[src/tdsw_cfg.svh]
// Constants for the transmit status writeback block: field positions, register offsets, reset values.
// Assumes inclusion by bare name from the package and the design module.
`ifndef TDSW_CFG_SVH
`define TDSW_CFG_SVH

// Transmit status word field positions.
`define TDSW_OWN_BIT 31
`define TDSW_TIMER_HI 29
`define TDSW_TIMER_LO 16
`define TDSW_ES_BIT 15
`define TDSW_TO_BIT 14
`define TDSW_MBZ_BIT 13
`define TDSW_LE_BIT 12
`define TDSW_LO_BIT 11
`define TDSW_NC_BIT 10
`define TDSW_LC_BIT 9
`define TDSW_EC_BIT 8
`define TDSW_HF_BIT 7
`define TDSW_CC_HI 6
`define TDSW_CC_LO 3
`define TDSW_TN_BIT 2
`define TDSW_UF_BIT 1
`define TDSW_DE_BIT 0

// Collisions that abort a frame.
`define TDSW_MAX_COLL 5'h10
// Operating mode value that selects internal loopback.
`define TDSW_MODE_LOOP 2'h1

// APB register byte offsets.
`define TDSW_ADDR_CTRL 8'h00
`define TDSW_ADDR_STAT 8'h04
`define TDSW_ADDR_MASK 8'h08
`define TDSW_ADDR_WORD 8'h0C

// Control register fields.
`define TDSW_CTRL_START 0
`define TDSW_CTRL_MODE_LO 1
`define TDSW_CTRL_MODE_HI 2

// Controller status register interrupt bits.
`define TDSW_INT_TI 0
`define TDSW_INT_TW 1
`define TDSW_INT_WB 2
`define TDSW_INT_W 3
`define TDSW_STATE_LO 8

// Reset values.
`define TDSW_RST_MASK 3'h0
`define TDSW_RST_MODE 2'h0

`endif

[src/tdsw_pkg.sv]
// Types shared by the transmit status writeback block.
// Assumes tdsw_cfg.svh is on the include path.
`include "tdsw_cfg.svh"

package tdsw_pkg;

  // Transmit process states, one-hot.
  typedef enum logic [2:0] {
    TDSW_RUN = 3'h1,
    TDSW_SUSPEND = 3'h2,
    TDSW_STOP = 3'h4
  } tdsw_state_t;

  // Per-cycle outcome pulses from the medium access logic.
  typedef struct packed {
    logic frame_end;
    logic fifo_underflow;
    logic late_collision;
    logic carrier_dropped;
    logic carrier_absent;
    logic heartbeat_fail;
    logic postponed;
    logic babble;
    logic collision;
    logic [13:0] bit_time;
  } tdsw_mac_t;

  // Descriptor presented by the fetch logic, one-cycle valid.
  typedef struct packed {
    logic valid;
    logic possession_flag;
    logic zero_length;
    logic [1:0] data_type_field;
    logic first_segment_flag;
    logic last_segment_flag;
    logic virtual_addr_flag;
  } tdsw_desc_t;

endpackage

[src/tdsw_writeback.sv]
// Transmit status word generator with APB control, interrupt status and writeback handshake.
// Assumes MAC and descriptor-fetch pulses come from logic on the same clock.
//
// Implementation choices: the register addresses and the APB interface to the registers.
`timescale 1ns/1ps
`default_nettype none
`include "tdsw_cfg.svh"

module tdsw_writeback (
  input wire logic clock,
  input wire logic nrst,
  input wire logic psel,
  input wire logic penable,
  input wire logic pwrite,
  input wire logic [7:0] paddr,
  input wire logic [31:0] pwdata,
  output logic [31:0] prdata,
  output logic pready,
  output logic pslverr,
  input wire tdsw_pkg::tdsw_mac_t mac,
  input wire tdsw_pkg::tdsw_desc_t desc,
  input wire logic xlat_fail,
  output logic [31:0] wb_word,
  output logic wb_valid,
  input wire logic wb_ready,
  output logic tx_abort,
  output logic xlat_req,
  output logic [2:0] tx_state,
  output logic irq
);

  //////////////////////////////////////////////////////////////////////////////
  // Declarations.

  tdsw_pkg::tdsw_state_t state; // Transmit process state.
  logic [1:0] mode; // Operating mode field.
  logic [2:0] int_stat; // Sticky interrupt flags.
  logic [2:0] int_mask; // Interrupt enables, same layout.
  logic in_frame; // A chained frame is open.
  logic [4:0] coll_cnt; // Collisions on the current frame.
  logic [13:0] timer_cap; // Bit time captured at the aborting collision.
  logic [11:0] acc; // Accumulated error flags for status word bits 14, 12..7 and 2..0.
  logic [11:0] next_acc; // Flags including this cycle's pulses.
  logic [31:0] next_word; // Word to be written back.
  logic running; // Events are accepted.
  logic ec_hit; // Sixteenth collision this cycle.
  logic le_hit; // Chain fault this cycle.
  logic tn_hit; // Translation fault this cycle.
  logic close; // Word is composed and handed out this cycle.
  logic suspend_ev; // Error that suspends transmission.
  logic stop_ev; // Error that stops transmission.
  logic apb_access; // APB access phase completes this edge.
  logic apb_read_stat; // Read of the status register completes.
  logic start_req; // Software asks the transmitter to run.

  // Index of each accumulated flag.
  localparam int A_TO = 0;
  localparam int A_LE = 1;
  localparam int A_LO = 2;
  localparam int A_NC = 3;
  localparam int A_LC = 4;
  localparam int A_EC = 5;
  localparam int A_HF = 6;
  localparam int A_TN = 7;
  localparam int A_UF = 8;
  localparam int A_DE = 9;

  //////////////////////////////////////////////////////////////////////////////
  // Event decode.

  // Only a running transmitter listens to the MAC and the fetch logic.
  assign running = (state == tdsw_pkg::TDSW_RUN) && !wb_valid;

  // Host-owned, empty or non-data descriptors inside an open chain are faults,
  // as is a first segment inside a frame or a continuation outside one.
  always_comb begin
    le_hit = 1'b0;
    if (running && desc.valid) begin
      if (in_frame && (!desc.possession_flag || desc.zero_length || desc.data_type_field != 2'h0)) begin
        le_hit = 1'b1;
      end else if (desc.possession_flag && (desc.first_segment_flag == in_frame)) begin
        le_hit = 1'b1;
      end
    end
  end

  // A translation fault counts only when the pointer was virtual.
  assign tn_hit = running && xlat_fail && in_frame && xlat_req;

  // The sixteenth collision of a frame aborts it.
  assign ec_hit = running && mac.collision && (coll_cnt == `TDSW_MAX_COLL - 5'h01);

  assign suspend_ev = le_hit || tn_hit || (running && mac.fifo_underflow);
  assign stop_ev = running && mac.babble;

  // A frame closes at its natural end or at any aborting error.
  assign close = running && (in_frame || le_hit) &&
    (mac.frame_end || suspend_ev || stop_ev || ec_hit || mac.late_collision);

  //////////////////////////////////////////////////////////////////////////////
  // Word assembly.

  // Merge this cycle's pulses into the flags so the closing cycle is not lost.
  always_comb begin
    next_acc = acc;
    if (running) begin
      next_acc[A_TO] = acc[A_TO] | mac.babble;
      next_acc[A_LE] = acc[A_LE] | le_hit;
      next_acc[A_LO] = acc[A_LO] | mac.carrier_dropped;
      next_acc[A_NC] = acc[A_NC] | mac.carrier_absent;
      next_acc[A_LC] = acc[A_LC] | mac.late_collision;
      next_acc[A_EC] = acc[A_EC] | ec_hit;
      next_acc[A_HF] = acc[A_HF] | mac.heartbeat_fail;
      next_acc[A_TN] = acc[A_TN] | tn_hit;
      next_acc[A_UF] = acc[A_UF] | mac.fifo_underflow;
      next_acc[A_DE] = acc[A_DE] | mac.postponed;
    end
    // Carrier flags mean nothing in loopback, so they are written clear there.
    if (mode == `TDSW_MODE_LOOP) begin
      next_acc[A_LO] = 1'b0;
      next_acc[A_NC] = 1'b0;
    end
  end

  // The whole status word, with ownership cleared, is built in one piece.
  always_comb begin
    next_word = 32'h0;
    next_word[`TDSW_OWN_BIT] = 1'b0;
    if (next_acc[A_EC]) begin
      next_word[`TDSW_TIMER_HI:`TDSW_TIMER_LO] = ec_hit ? mac.bit_time : timer_cap;
    end
    next_word[`TDSW_ES_BIT] = next_acc[A_UF] | next_acc[A_TN] | next_acc[A_EC] | next_acc[A_LC] |
      next_acc[A_NC] | next_acc[A_LO] | next_acc[A_LE] | next_acc[A_TO];
    next_word[`TDSW_TO_BIT] = next_acc[A_TO];
    next_word[`TDSW_MBZ_BIT] = 1'b0;
    next_word[`TDSW_LE_BIT] = next_acc[A_LE];
    next_word[`TDSW_LO_BIT] = next_acc[A_LO];
    next_word[`TDSW_NC_BIT] = next_acc[A_NC];
    next_word[`TDSW_LC_BIT] = next_acc[A_LC];
    next_word[`TDSW_EC_BIT] = next_acc[A_EC];
    next_word[`TDSW_HF_BIT] = next_acc[A_HF];
    // The tally counts prior collisions plus this cycle's; it wraps meaninglessly on sixteen.
    next_word[`TDSW_CC_HI:`TDSW_CC_LO] = coll_cnt[3:0] + {3'h0, running & mac.collision};
    next_word[`TDSW_TN_BIT] = next_acc[A_TN];
    next_word[`TDSW_UF_BIT] = next_acc[A_UF];
    next_word[`TDSW_DE_BIT] = next_acc[A_DE];
  end

  //////////////////////////////////////////////////////////////////////////////
  // Frame tracking.

  // Flags and collision count live for one frame; the captured timer is not cleared at close.
  always_ff @(posedge clock) begin
    if (!nrst) begin
      acc <= 12'h000;
      coll_cnt <= 5'h00;
      timer_cap <= 14'h0000;
      in_frame <= 1'b0;
      xlat_req <= 1'b0;
    end else if (close) begin
      acc <= 12'h000;
      coll_cnt <= 5'h00;
      in_frame <= 1'b0;
      xlat_req <= 1'b0;
    end else if (running) begin
      acc <= next_acc;
      if (mac.collision) begin
        coll_cnt <= coll_cnt + 5'h01;
      end
      if (ec_hit) begin
        timer_cap <= mac.bit_time;
      end
      // Host-owned descriptors outside a frame are left alone.
      if (desc.valid && desc.possession_flag && desc.first_segment_flag) begin
        in_frame <= 1'b1;
      end
      // The pointer word is translated only when flagged virtual.
      if (desc.valid && desc.possession_flag) begin
        xlat_req <= desc.virtual_addr_flag;
      end
    end
  end

  //////////////////////////////////////////////////////////////////////////////
  // Writeback handshake.

  // One write carries ownership and every status field together; the word
  // holds until the memory side accepts it, which also stalls new events.
  always_ff @(posedge clock) begin
    if (!nrst) begin
      wb_valid <= 1'b0;
      wb_word <= 32'h0000_0000;
    end else if (close) begin
      wb_valid <= 1'b1;
      wb_word <= next_word;
    end else if (wb_valid && wb_ready) begin
      wb_valid <= 1'b0;
    end
  end

  // Abort strobe to the MAC for every error that truncates the frame.
  always_ff @(posedge clock) begin
    if (!nrst) begin
      tx_abort <= 1'b0;
    end else begin
      tx_abort <= suspend_ev || stop_ev || ec_hit || (running && mac.late_collision);
    end
  end

  //////////////////////////////////////////////////////////////////////////////
  // Transmit process state.

  assign start_req = apb_access && pwrite && (paddr == `TDSW_ADDR_CTRL) && pwdata[`TDSW_CTRL_START];

  // Stop outranks suspend; software start resumes from either.
  always_ff @(posedge clock) begin
    if (!nrst) begin
      state <= tdsw_pkg::TDSW_STOP;
    end else begin
      case (state)
        tdsw_pkg::TDSW_RUN: begin
          if (stop_ev) begin
            state <= tdsw_pkg::TDSW_STOP;
          end else if (suspend_ev) begin
            state <= tdsw_pkg::TDSW_SUSPEND;
          end
        end
        tdsw_pkg::TDSW_SUSPEND, tdsw_pkg::TDSW_STOP: begin
          if (start_req) begin
            state <= tdsw_pkg::TDSW_RUN;
          end
        end
        default: begin
          state <= tdsw_pkg::TDSW_STOP;
        end
      endcase
    end
  end

  always_ff @(posedge clock) begin
    if (!nrst) begin
      tx_state <= 3'h4;
    end else begin
      tx_state <= 3'(state);
    end
  end

  //////////////////////////////////////////////////////////////////////////////
  // Interrupt flags.

  // Set wins over the clearing read, so an event in that cycle survives.
  always_ff @(posedge clock) begin
    if (!nrst) begin
      int_stat <= 3'h0;
    end else begin
      int_stat <= (apb_read_stat ? 3'h0 : int_stat) |
        {close, stop_ev, suspend_ev};
    end
  end

  always_ff @(posedge clock) begin
    if (!nrst) begin
      irq <= 1'b0;
    end else begin
      irq <= |(int_stat & int_mask);
    end
  end

  //////////////////////////////////////////////////////////////////////////////
  // APB slave: one wait-free access phase, answer registered in setup.

  assign apb_access = psel && penable && pready;
  assign apb_read_stat = apb_access && !pwrite && (paddr == `TDSW_ADDR_STAT);

  // Control and mask writes.
  always_ff @(posedge clock) begin
    if (!nrst) begin
      mode <= `TDSW_RST_MODE;
      int_mask <= `TDSW_RST_MASK;
    end else if (apb_access && pwrite) begin
      if (paddr == `TDSW_ADDR_CTRL) begin
        mode <= pwdata[`TDSW_CTRL_MODE_HI:`TDSW_CTRL_MODE_LO];
      end else if (paddr == `TDSW_ADDR_MASK) begin
        int_mask <= pwdata[2:0];
      end
    end
  end

  // Read data and error are latched in the setup cycle, ready one cycle later.
  always_ff @(posedge clock) begin
    if (!nrst) begin
      pready <= 1'b0;
      prdata <= 32'h0000_0000;
      pslverr <= 1'b0;
    end else if (psel && !penable) begin
      pready <= 1'b1;
      pslverr <= 1'b0;
      prdata <= 32'h0000_0000;
      if (paddr == `TDSW_ADDR_CTRL) begin
        prdata <= {29'h0, mode, 1'b0};
      end else if (paddr == `TDSW_ADDR_STAT) begin
        prdata <= {21'h0, 3'(state), 5'h0, int_stat};
      end else if (paddr == `TDSW_ADDR_MASK) begin
        prdata <= {29'h0, int_mask};
      end else if (paddr == `TDSW_ADDR_WORD) begin
        prdata <= wb_word;
      end else begin
        pslverr <= 1'b1;
      end
    end else begin
      pready <= 1'b0;
      pslverr <= 1'b0;
    end
  end

endmodule
`default_nettype wire

[config.mk]
export PLATFORM = sky130hd
export DESIGN_NAME = tdsw_writeback
export DESIGN_NICKNAME = d
export VERILOG_FILES = /design/src/tdsw_pkg.sv /design/src/tdsw_writeback.sv
export VERILOG_INCLUDE_DIRS = /design/src
export SDC_FILE = /design/constraint.sdc
export NUM_CORES = 1
export LEC_CHECK = 0
export ABC_AREA = 1
export BUFFER_PORTS_ARGS = -buffer_cell sky130_fd_sc_hd__buf_4
export CORE_ASPECT_RATIO = 0.75
export CORE_MARGIN = 2
export CORE_UTILIZATION = 46
export DETAILED_ROUTE_END_ITERATION = 10
export PLACE_DENSITY = 0.82
export SLEW_MARGIN = 25
export SYNTH_ARGS = -nofsm -noshare
export SYNTH_HDL_FRONTEND = slang
export SYNTH_SLANG_ARGS = --single-unit
[constraint.sdc]
create_clock -name clock -period 1.75 [get_ports clock]
set_input_delay 0.35 -clock clock [delete_from_list [all_inputs] [get_ports clock]]
set_output_delay 0.35 -clock clock [all_outputs]
set_load 0.02 [all_outputs]
# == After elaboration in Yosys (flattened, before gate mapping) ==
# Cells that the tools add are included.
# word_totals
ramBits,0
register_bits,111
in_bits,78
latchBits,0
rom_bits,0
word_cells,129
memories,0
out_inout_bits,73
# op_classes
div,0
reduce_logical,55
n_eq_ne,11
addsub,2
multipliers,0
n_bitwise,24
n_shift,0
muxes,20
order_cmp,0
# ops
operator,n
30-bit 2-to-1 mux,4
14-bit 2-to-1 mux,2
1-bit logical AND,25
1-bit OR,17
8-bit by 4-bit == test with 1-bit output (second input constant),2
1-bit logical OR,12
3-bit 2-to-1 mux,4
2-bit AND reduction,6
10-bit 2-to-1 mux,1
8-bit by 3-bit == test with 1-bit output (second input constant),1
8-bit logical NOT,1
1-bit 2-to-1 mux,7
3-bit case mux with 2 select lines,1
5-bit by 1-bit adder with 5-bit output (second input constant),1
5-bit by 4-bit == test with 1-bit output (second input constant),1
5-bit OR reduction,1
4-bit by 1-bit adder with 4-bit output,1
1-bit logical NOT,4
1-bit inverter,4
2-bit nonzero test,2
2-bit OR reduction,2
3-bit bitwise AND,1
3-bit by 1-bit == test with 1-bit output (second input constant),1
3-bit by 2-bit == test with 1-bit output (second input constant),1
other kinds (10),10

# == Depth between registers and ports, before layout ==
# Gate-level depths: netlist of run 1.
# depth
word_depth,15
ltp_mapped,13
ltp_nobuf,13

# == Worst setup path before layout of run 1 ==
# Ideal clock, no wire load.
# synth_path
path_kind,flip-flop to flip-flop
from,register coll_cnt[1]
to,register timer_cap[0]
required_ns,1.636
arrival_time_ns,1.693
path_stages_with_launch,14
path_slack_ns,-0.057
setup_ns,0.114
synth_period_minus_slack_ns,1.807
path_buffers,2
path_cell_list,dfxtp_1 ha_1 inv_1 nor3_1 ha_1 inv_1 nor2_4 nor2_1 nand4_2 nand2_4 buf_6 buf_6 a21oi_2 nor2_1
# synth_via
elab_chain_len,7
elab_cells_between_ends,8
cone_classes,eq/ne (1); mux (1); bitwise (1); reduce/logical (5)
# synth_lines
item,line,rtl
from (decl),tdsw_writeback.sv:40,logic [4:0] coll_cnt;
from (signal assigned),tdsw_writeback.sv:168,coll_cnt <= coll_cnt + 5'h01;
5-bit by 4-bit == test with 1-bit output *,tdsw_writeback.sv:91,assign ec_hit = running && mac.collision && (coll_cnt == `TDSW_MAX_COLL - 5'h01);
1-bit logical AND *,tdsw_writeback.sv:91,
1-bit logical OR (2 in a row),tdsw_writeback.sv:98,(mac.frame_end || suspend_ev || stop_ev || ec_hit || mac.late_collision);
1-bit logical AND,tdsw_writeback.sv:97,assign close = running && (in_frame || le_hit) &&
1-bit inverter (no source line),n/a,
2-bit AND reduction (no source line),n/a,
to (signal assigned),tdsw_writeback.sv:171,timer_cap <= mac.bit_time;
to (decl),tdsw_writeback.sv:41,logic [13:0] timer_cap;
# Mark *: on every way between the ends. The rest lies on a longest branch, timed or not.
# A chain may end at the register's enable or synchronous reset.

# == Final worst setup path of run 1 ==
# layout_path
from,register coll_cnt[0]
to,register timer_cap[13]
# Same word-level chain as after synthesis.

==> impl_metrics.tcl, run 1 <==
set metrics [dict create \
    vias 4956 \
    ys_seq_area_share_pct 45.3 \
    synth_area_um2 4780 \
    critPathTopFamily "simple AND/OR/NAND/NOR gates" \
    min_path_type "in -> reg" \
    drt-initial-drc-count 454 \
    internal_power_mw 3.85 \
    power_switching_share_pct 28.1 \
    drv_cap 0 \
    crit_arrival_ps 2190 \
    fmax_mhz 515 \
    grt_pass1_vias 4546 \
    routed_via_density 5.17 \
    cp-start-kind "register" \
    drt.antenna.violating_nets 0 \
    drt-wirelength-per-cell_um 14.6 \
    peakVddDrop_v 0.000493 \
    setup_tns_ps -7670 \
    crit_buf_inv 4 \
    synth_compound_area_share_pct 11.5 \
    multiInputGateArea_um2 2410 \
    grt_use_total_pct 24.4 \
    clk_path_buf_depth 2 \
    grt_start_max_net_pins 31 \
    ys_warn_count 0 \
    clk_latency_ps 350 \
    grt_first_pass_wirelength_um 21800 \
    critPathSlowestCell "dfxtp_2" \
    finalCritPeriodShare_pct 111 \
    ys_ff_latch 108 \
    worst-setup-path-type "reg -> reg" \
    status "complete, but fails checks" \
    required_ps 2000 \
    area_growth_pct 39.4 \
    core.rowCount 32 \
    synthXorXnorAreaFrac_pct 0.734 \
    yosysTopAreaCell "dfxtp_1" \
    clkTransAtPathRegs_ps 80 \
    reg2reg_from "coll_cnt[0]" \
    switchingPower_mw 1.51 \
    numCtsBuffers 9 \
    seqCellArea_um2 2160 \
    nets 899 \
    clockRootBuffer "clkbuf_16" \
    finClkSkew_ps 7.80 \
    tightest_slew_ps 486 \
    synth_mux_area_share_pct 0.210 \
    syn_avg_cell_area_um2 7.17 \
    synth_area_leaders "dfxtp_1 (45%), nand2_1 (14%), nand3_1 (6.6%)" \
    firstDrtPassIters 7 \
    min_from "wb_ready" \
    drive_gt1_share_pct 33.0 \
    cts_num_sinks 108 \
    startpoint "coll_cnt[0]" \
    synth.distinct_cells 39 \
    ys_top_cells_by_count "nand2_1 (175), dfxtp_1 (108), nor2_1 (81), nand3_1 (63), inv_1 (56)" \
    die_area_um2 11200 \
    dpl.hpwl_um 9140 \
    yosys.area_share.adder_pct 1.05 \
    die_w_um 122 \
    routed_wl_um 14000 \
    cts_tree "done" \
    synth_top_area_share_pct 45.3 \
    violations "setup timing" \
    antenna_found_initial 0 \
    critPathMaxStageDelay_ps 340 \
    synth.most_common_cell "nand2_1" \
    synth_edf_count 0 \
    rsz0062_at_grt "yes" \
    async_flop_share_pct 0 \
    p_clk_share_pct 38.2 \
    synth_top_family_by_area "simple AND/OR/NAND/NOR gates" \
    cp-end-kind "register" \
    io_buffers 114 \
    worst_slack_ps -192 \
    die_h_um 92.2 \
    start_util_pct 46.8 \
    finalCriticalPeriod_ps 1940 \
    ys.flop_type "dfxtp_1" \
    place_area_um2 6010 \
    crit_top_cell "inv_2" \
    hold_violations 0 \
    syn-instance-count 666 \
    power_frac_comb_pct 13.8 \
    grt_overflow 0 \
    diodes 0 \
    p_per_area_nw_per_um2 805 \
    path_cells "ha_4 > inv_2 > nor3_4 > ha_2 > inv_2 > nor2_4 > nor2_2 > nand4_2 > nand2_4 > buf_8 > buf_6 > nand3_1 > nand2_1 > nor2_1" \
    sequentialPowerShare_pct 48.0 \
    maxSlewHeadroom_pct 67.2 \
    yosys.area_share.simple_pct 32.3 \
    n_fill_cell 818 \
    ios 151 \
    leakagePower_nw 3.07 \
    htreeDepth 3 \
    fin_area_um2 6660 \
    drc_errors 0 \
    core_um2 10200 \
    final-max-slew-violation-count 0 \
    gp_congestion 0.926 \
    crit_fanout 6 \
    setup_viol 62 \
]
logic make-up after synthesis:
group / count (synthesis)
mux: 1
fa+ha+maj: 4
compound gates: 96
xor+xnor: 4
buf+inv: 97
other cells: 1
simple gates: 355
flops: 108
state kept, by name (all words and copies together) (netlist names), 3 cells and up:
register	count
coll_cnt	5
tx_state	3
acc	10
timer_cap	14
state	3
int_stat	3
wb_word	29
int_mask	3
prdata	29
through the flow:
step	total power, mW	instances	utilization [%]	setup slack (ps)	hold WS [ps]
3_3_place_gp	3.29	934	58.9	-126	440
6_report	5.36	958	65.2	-192	195
5_1_grt	5.57	958	65.2	-303	198
4_1_cts	5.33	955	63.9	-117	193
2_1_floorplan	3.03	671	-	9.25	432
3_5_place_dp	3.29	934	58.9	-143	444
repair_timing:
item	4_1_cts	5_1_grt
endpoints found under the setup margin	59	62
pin swaps	8	6
setup buffers	4	2
gates cloned	1	2
hold buffers	0	0
gates resized for setup	56	29
power groups by stage:
stage / clock network (mW) / registers, mW / logic, mW
2_1_floorplan: 0 / 2.65 / 0.386
3_3_place_gp: 0 / 2.63 / 0.658
3_5_place_dp: 0 / 2.63 / 0.665
4_1_cts: 2.07 / 2.57 / 0.691
5_1_grt: 2.18 / 2.58 / 0.804
6_report: 2.04 / 2.57 / 0.740
final timing paths:
kind,endpoint,slack (ps),depth (start not counted)
min,wb_valid,200,2
min reg2reg,prdata[15],460,2
max reg2reg,timer_cap[13],-190,14
max,timer_cap[13],-190,14
layout make-up:
| type | count | area share [%] |
|---|---|---|
| clock inverters | 7 | 1.24 |
| clock buffers | 9 | 3.38 |
| flip-flops and latches | 108 | 32.5 |
| multi-input cells | 466 | 36.1 |
| inverters | 59 | 3.55 |
| repair buffers | 173 | 20.6 |
| well taps | 136 | 2.56 |
routing by layer:
metal	global-route usage [%]	part of all wire, %	wire length [µm]	vias up
met5	0	0	0	-
met3	6.59	8.2	1160	38
met1	33.3	45	6320	2275
li1	-	-	-	2418
met2	37.5	45	6260	225
met4	7.57	2.1	298	0
placed cells by master, fill, tap and decap left out, drive strengths merged, types with 2 or more instances in the layout:
| master | n |
|---|---|
| nand2 | 178 |
| buf | 173 |
| dfxtp | 108 |
| nor2 | 85 |
| nand3 | 64 |
| inv | 61 |
| a21oi | 58 |
| o21ai | 33 |
| or2 | 15 |
| clkbuf | 9 |
| conb | 6 |
| nor3 | 6 |
| nand4 | 5 |
| xor2 | 4 |
| clkinv | 4 |
| ha | 4 |
| nor4 | 2 |
Power figures use the tool's default switching activity.
==> run 2, diff against run 1 <==
--- a/config.mk
+++ b/config.mk
@@ -13,6 +13,8 @@
 export CORE_UTILIZATION = 46
 export DETAILED_ROUTE_END_ITERATION = 10
 export PLACE_DENSITY = 0.82
+export REMOVE_ABC_BUFFERS = 1
+export SKIP_CTS_REPAIR_TIMING = 1
 export SLEW_MARGIN = 25
 export SYNTH_ARGS = -nofsm -noshare
 export SYNTH_HDL_FRONTEND = slang
==> impl_metrics.tcl, run 2 (synthesis results as in run 1) <==
set metrics [dict create \
    drc_errors 0 \
    violations "setup timing" \
    timing.rr.end "timer_cap[2]" \
    hold_violations 0 \
    die_h_um 92.2 \
    finalCritPeriodShare_pct 110 \
    core.rowCount 32 \
    firstDrtPassIters 5 \
    grt_overflow 0 \
    holdPathEnd "wb_valid" \
    status "complete, but fails checks" \
    rsz0062_at_grt "yes" \
    hold_path_depth 2 \
    drive_gt1_share_pct 29.1 \
    clk_path_buf_depth 2 \
    required_ps 2000 \
    fin_area_um2 6500 \
    min_from "wb_ready" \
    grt_use_total_pct 22.3 \
    power_mw 5.21 \
    routed_via_density 4.99 \
    drt.antenna.violating_nets 0 \
    crit_arrival_ps 2170 \
    routed_wl_um 12600 \
    finalCriticalPeriod_ps 1920 \
    die_area_um2 11200 \
    dpl.cell_count 927 \
    final-max-slew-violation-count 0 \
    start_util_pct 46.8 \
    leakagePower_nw 3.00 \
    worst-setup-path-type "reg -> reg" \
    cts_tree "done" \
    area_growth_pct 36.0 \
    htreeDepth 3 \
    clk_latency_ps 350 \
    grt_first_pass_wirelength_um 19900 \
    finClkSkew_ps 7.03 \
    reg2reg_from "coll_cnt[1]" \
    p_per_area_nw_per_um2 802 \
    antenna_found_initial 0 \
    min_path_type "in -> reg" \
    fmax_mhz 520 \
    peakVddDrop_v 0.000462 \
    drv_cap 0 \
    top_regs "prdata x29, wb_word x29, timer_cap x14" \
    core_um2 10200 \
    grt_start_max_net_pins 61 \
    dpl.hpwl_um 8890 \
    r2r_setup_slack_ps -170 \
    diodes 0 \
    cp-end-kind "register" \
    io_buffers 114 \
    die_w_um 122 \
    place_area_um2 6050 \
    worst_slack_ps -173 \
    layout_common_cells "nand2_1 (175), buf_4 (152), dfxtp_1 (107), nor2_1 (77), nand3_1 (63)" \
    crit_fanout 7 \
    numCtsBuffers 9 \
    cts_num_sinks 108 \
    ff2ff_path_depth 12 \
    final_common_cell "nand2_1" \
    gp_congestion 0.885 \
    drt-initial-drc-count 308 \
    clkTransAtPathRegs_ps 70 \
    nets 892 \
    vias 4749 \
    post-route-util_pct 63.6 \
    setup_viol 62 \
    drt-wirelength-per-cell_um 13.2 \
    final_cells 951 \
    clockRootBuffer "clkbuf_16" \
    cp-start-kind "register" \
    ios 151 \
    grt_pass1_vias 4128 \
]
[run 2: cell types whose count changed in the layout (fill, tap and decap cells not counted), moves of 5 or more]
cell,before,now
buf_12,1,8
buf_6,13,4
nand2_1,166,175
nand2_2,10,2
nand3_2,5,0
o21ai_4,5,0
[run 2: worst max-delay path by stage]
stage                     start            end  cells after the start  slack [ps]
CTS                 coll_cnt[0]  timer_cap[12]                     12        -160
floorplan              wb_valid     wb_word[9]                      9        -660
global placement    coll_cnt[0]  timer_cap[12]                     12        -120
finish              coll_cnt[1]   timer_cap[2]                     12        -170
global route        coll_cnt[0]       tx_abort                     13        -300
detailed placement  coll_cnt[0]  timer_cap[12]                     12        -150
[run 2: cell type report]
| cell class | count | area [µm²] |
|---|---|---|
| Multi-Input combinational cell | 467 | 2290 |
| Clock buffer | 11 | 243 |
| Timing Repair Buffer | 165 | 1370 |
| Sequential cell | 108 | 2160 |
| Tap cell | 136 | 170 |
| Fill cell | 862 | 3710 |
| Clock inverter | 5 | 35.0 |
| Inverter | 59 | 225 |
[run 2: report_power, final]
part / total [mW] / internal [mW] / switching (mW)
Combinational: 0.703 / 0.303 / 0.400
Sequential: 2.58 / 2.52 / 0.0547
Clock: 1.93 / 1.01 / 0.918
Total: 5.21 / 3.84 / 1.37
[run 2: critical path: stages, from the launching register on]
cell        delay [ps]
dfxtp_1            330
ha_1               140
inv_1               50
nor3_2             110
ha_1               160
inv_1               60
nor2_4             160
clkinvlp_4         230
buf_6              200
o21ai_1            170
nand3_1            100
nand2_1             60
nor2_1              40
[run 2: layer usage]
layer | share of wire [%] | global-route usage [%] | vias to the layer above
met4 | 1.6 | 6.03 | 0
met5 | 0 | 0 | -
met1 | 47 | 31.3 | 2161
met3 | 7.4 | 5.53 | 18
li1 | - | - | 2405
met2 | 44 | 34.0 | 165
[run 2: per-stage QoR]
stage	setup TNS, ps	worst slack [ps]	hold slack [ps]
after floorplan	-41900	-664	419
after global placement	-1650	-115	439
after detailed placement	-3090	-153	441
after CTS	-4050	-165	184
after global routing	-13570	-297	180
final	-5860	-173	189
==> run 3, diff against run 2 <==
--- a/config.mk
+++ b/config.mk
@@ -10,9 +10,9 @@
 export BUFFER_PORTS_ARGS = -buffer_cell sky130_fd_sc_hd__buf_4
 export CORE_ASPECT_RATIO = 0.75
 export CORE_MARGIN = 2
-export CORE_UTILIZATION = 46
+export CORE_UTILIZATION = 50
 export DETAILED_ROUTE_END_ITERATION = 10
-export PLACE_DENSITY = 0.82
+export PLACE_DENSITY = 0.85
 export REMOVE_ABC_BUFFERS = 1
 export SKIP_CTS_REPAIR_TIMING = 1
 export SLEW_MARGIN = 25
==> constraint.sdc (replaced) <==
create_clock -name clock -period 2.4 [get_ports clock]
set_input_delay 0.48 -clock clock [delete_from_list [all_inputs] [get_ports clock]]
set_output_delay 0.48 -clock clock [all_outputs]
set_load 0.02 [all_outputs]
==> impl_metrics.tcl, run 3 (synthesis results as in run 1) <==
set metrics [dict create \
    cts_tree "done" \
    top_regs "prdata x29, wb_word x29, timer_cap x14" \
    die_w_um 117 \
    clockRootBuffer "clkbuf_16" \
    maxSlewHeadroom_pct 54.4 \
    finalCriticalPeriod_ps 2150 \
    vias 4595 \
    fmax_mhz 465 \
    dpl.cell_count 890 \
    nets 855 \
    critPathSlowestCell "dfxtp_1" \
    grt_start_max_net_pins 71 \
    setup_viol 0 \
    reg2reg_from "coll_cnt[0]" \
    post-place-ws_ps 214 \
    min_from "wb_ready" \
    dpl.hpwl_um 9020 \
    min_path_type "in -> reg" \
    required_ps 2660 \
    area_growth_pct 26.4 \
    crit_arrival_ps 2410 \
    cp-end-kind "register" \
    hold_violations 0 \
    final_cells 906 \
    cp-start-kind "register" \
    diodes 0 \
    drv_cap 0 \
    critPathTopFamily "simple AND/OR/NAND/NOR gates" \
    clk_latency_ps 340 \
    p_per_area_nw_per_um2 639 \
    grt_pass1_vias 4125 \
    clk_path_buf_depth 2 \
    path_cells "ha_1 > inv_1 > nor3_1 > ha_1 > inv_1 > nor2_4 > nor2_1 > nand4_2 > nand2_4 > nand2_2 > o21ai_0" \
    die_h_um 88.6 \
    finClkSkew_ps 6.30 \
    crit_buf_inv 2 \
    worst_slack_ps 251 \
    post-route-util_pct 65.9 \
    layout_common_cells "nand2_1 (175), buf_4 (128), dfxtp_1 (108), nor2_1 (81), nand3_1 (63)" \
    start_util_pct 52.1 \
    drive_gt1_share_pct 24.0 \
    crit_fanout 20 \
    core_um2 9160 \
    io_buffers 114 \
    cts_num_sinks 108 \
    drt-wirelength-per-cell_um 13.4 \
    startpoint "coll_cnt[0]" \
    routed_wl_um 12100 \
    drt.antenna.violating_nets 0 \
    grt_overflow 0 \
    status "completed" \
    numCtsBuffers 9 \
    peakVddDrop_v 0.000357 \
    final_common_cell "nand2_1" \
    finalCritPeriodShare_pct 89.5 \
    routed_via_density 5.07 \
    leakagePower_nw 2.78 \
    n_fill_cell 789 \
    grt_use_total_pct 23.7 \
    htreeDepth 3 \
    firstDrtPassIters 5 \
    critPathMaxStageDelay_ps 350 \
    grt_first_pass_wirelength_um 19300 \
    worst-setup-path-type "reg -> reg" \
    final-max-slew-violation-count 0 \
    antenna_found_initial 0 \
    rsz0062_at_grt "no" \
    tightest_slew_ps 684 \
    gp_congestion 0.901 \
    drc_errors 0 \
    ios 151 \
    core.rowCount 30 \
    clkTransAtPathRegs_ps 80 \
    finalHoldWorstSlack_ps 312 \
    die_area_um2 10400 \
    drt-initial-drc-count 275 \
    power_mw 3.86 \
]
==> run 3: cell count changes in the layout (fill, tap and decap cells not counted), sizes merged <==
cell and delta:
buf -35, clkinvlp -1, inv +1, clkbuf -3, clkinv +1, bufinv +1
nand2 -1
==> run 3: area by class of cell <==
cell class,count,area (µm²),area share [%]
inverters,59,221,3.67
flip-flops and latches,108,2160,35.8
multi-input cells,466,2210,36.6
clock buffers,9,225,3.73
clock inverters,7,83.8,1.39
well taps,128,160,2.65
repair buffers,129,972,16.1
==> run 3: stage by stage <==
stage | cell area, µm² | TNS (ps)
finish | 6040 | 0
detailed placement | 5720 | 0
floorplan | 4590 | -14.0
global route | 6040 | 0
global placement | 5720 | 0
CTS | 6030 | 0
==> run 3: worst register-to-register path, stage by stage (launching register included) <==
cell	delay (ps)
dfxtp_1	350
ha_1	200
inv_1	70
nor3_1	50
ha_1	170
inv_1	90
nor2_4	50
nor2_1	130
nand4_2	140
nand2_4	260
nand2_2	300
o21ai_0	260
==> run 3: power breakdown <==
part / leakage, nW / internal (mW) / total [mW] / switching (mW)
clock: 0.148 / 0.826 / 1.52 / 0.697
combinational: 1.76 / 0.180 / 0.447 / 0.267
sequential: 0.871 / 1.84 / 1.89 / 0.0457
total: 2.78 / 2.85 / 3.86 / 1.01
==> run 3: routing by layer <==
| metal | vias up | global-route usage, % | wire length [µm] |
|---|---|---|---|
| met2 | 156 | 38.8 | 5700 |
| met1 | 2103 | 31.8 | 5480 |
| li1 | 2324 | - | - |
| met3 | 12 | 5.75 | 839 |
| met4 | 0 | 5.67 | 121 |
| met5 | - | 0 | 0 |
==> run 3: worst paths after layout <==
| check | endpoint | slack, ps | depth (start not counted) |
|---|---|---|---|
| setup / recovery | wb_word[8] | 250 | 11 |
| setup reg to reg | wb_word[8] | 250 | 11 |
| hold / removal | wb_valid | 310 | 2 |
| hold reg to reg | acc[1] | 460 | 2 |
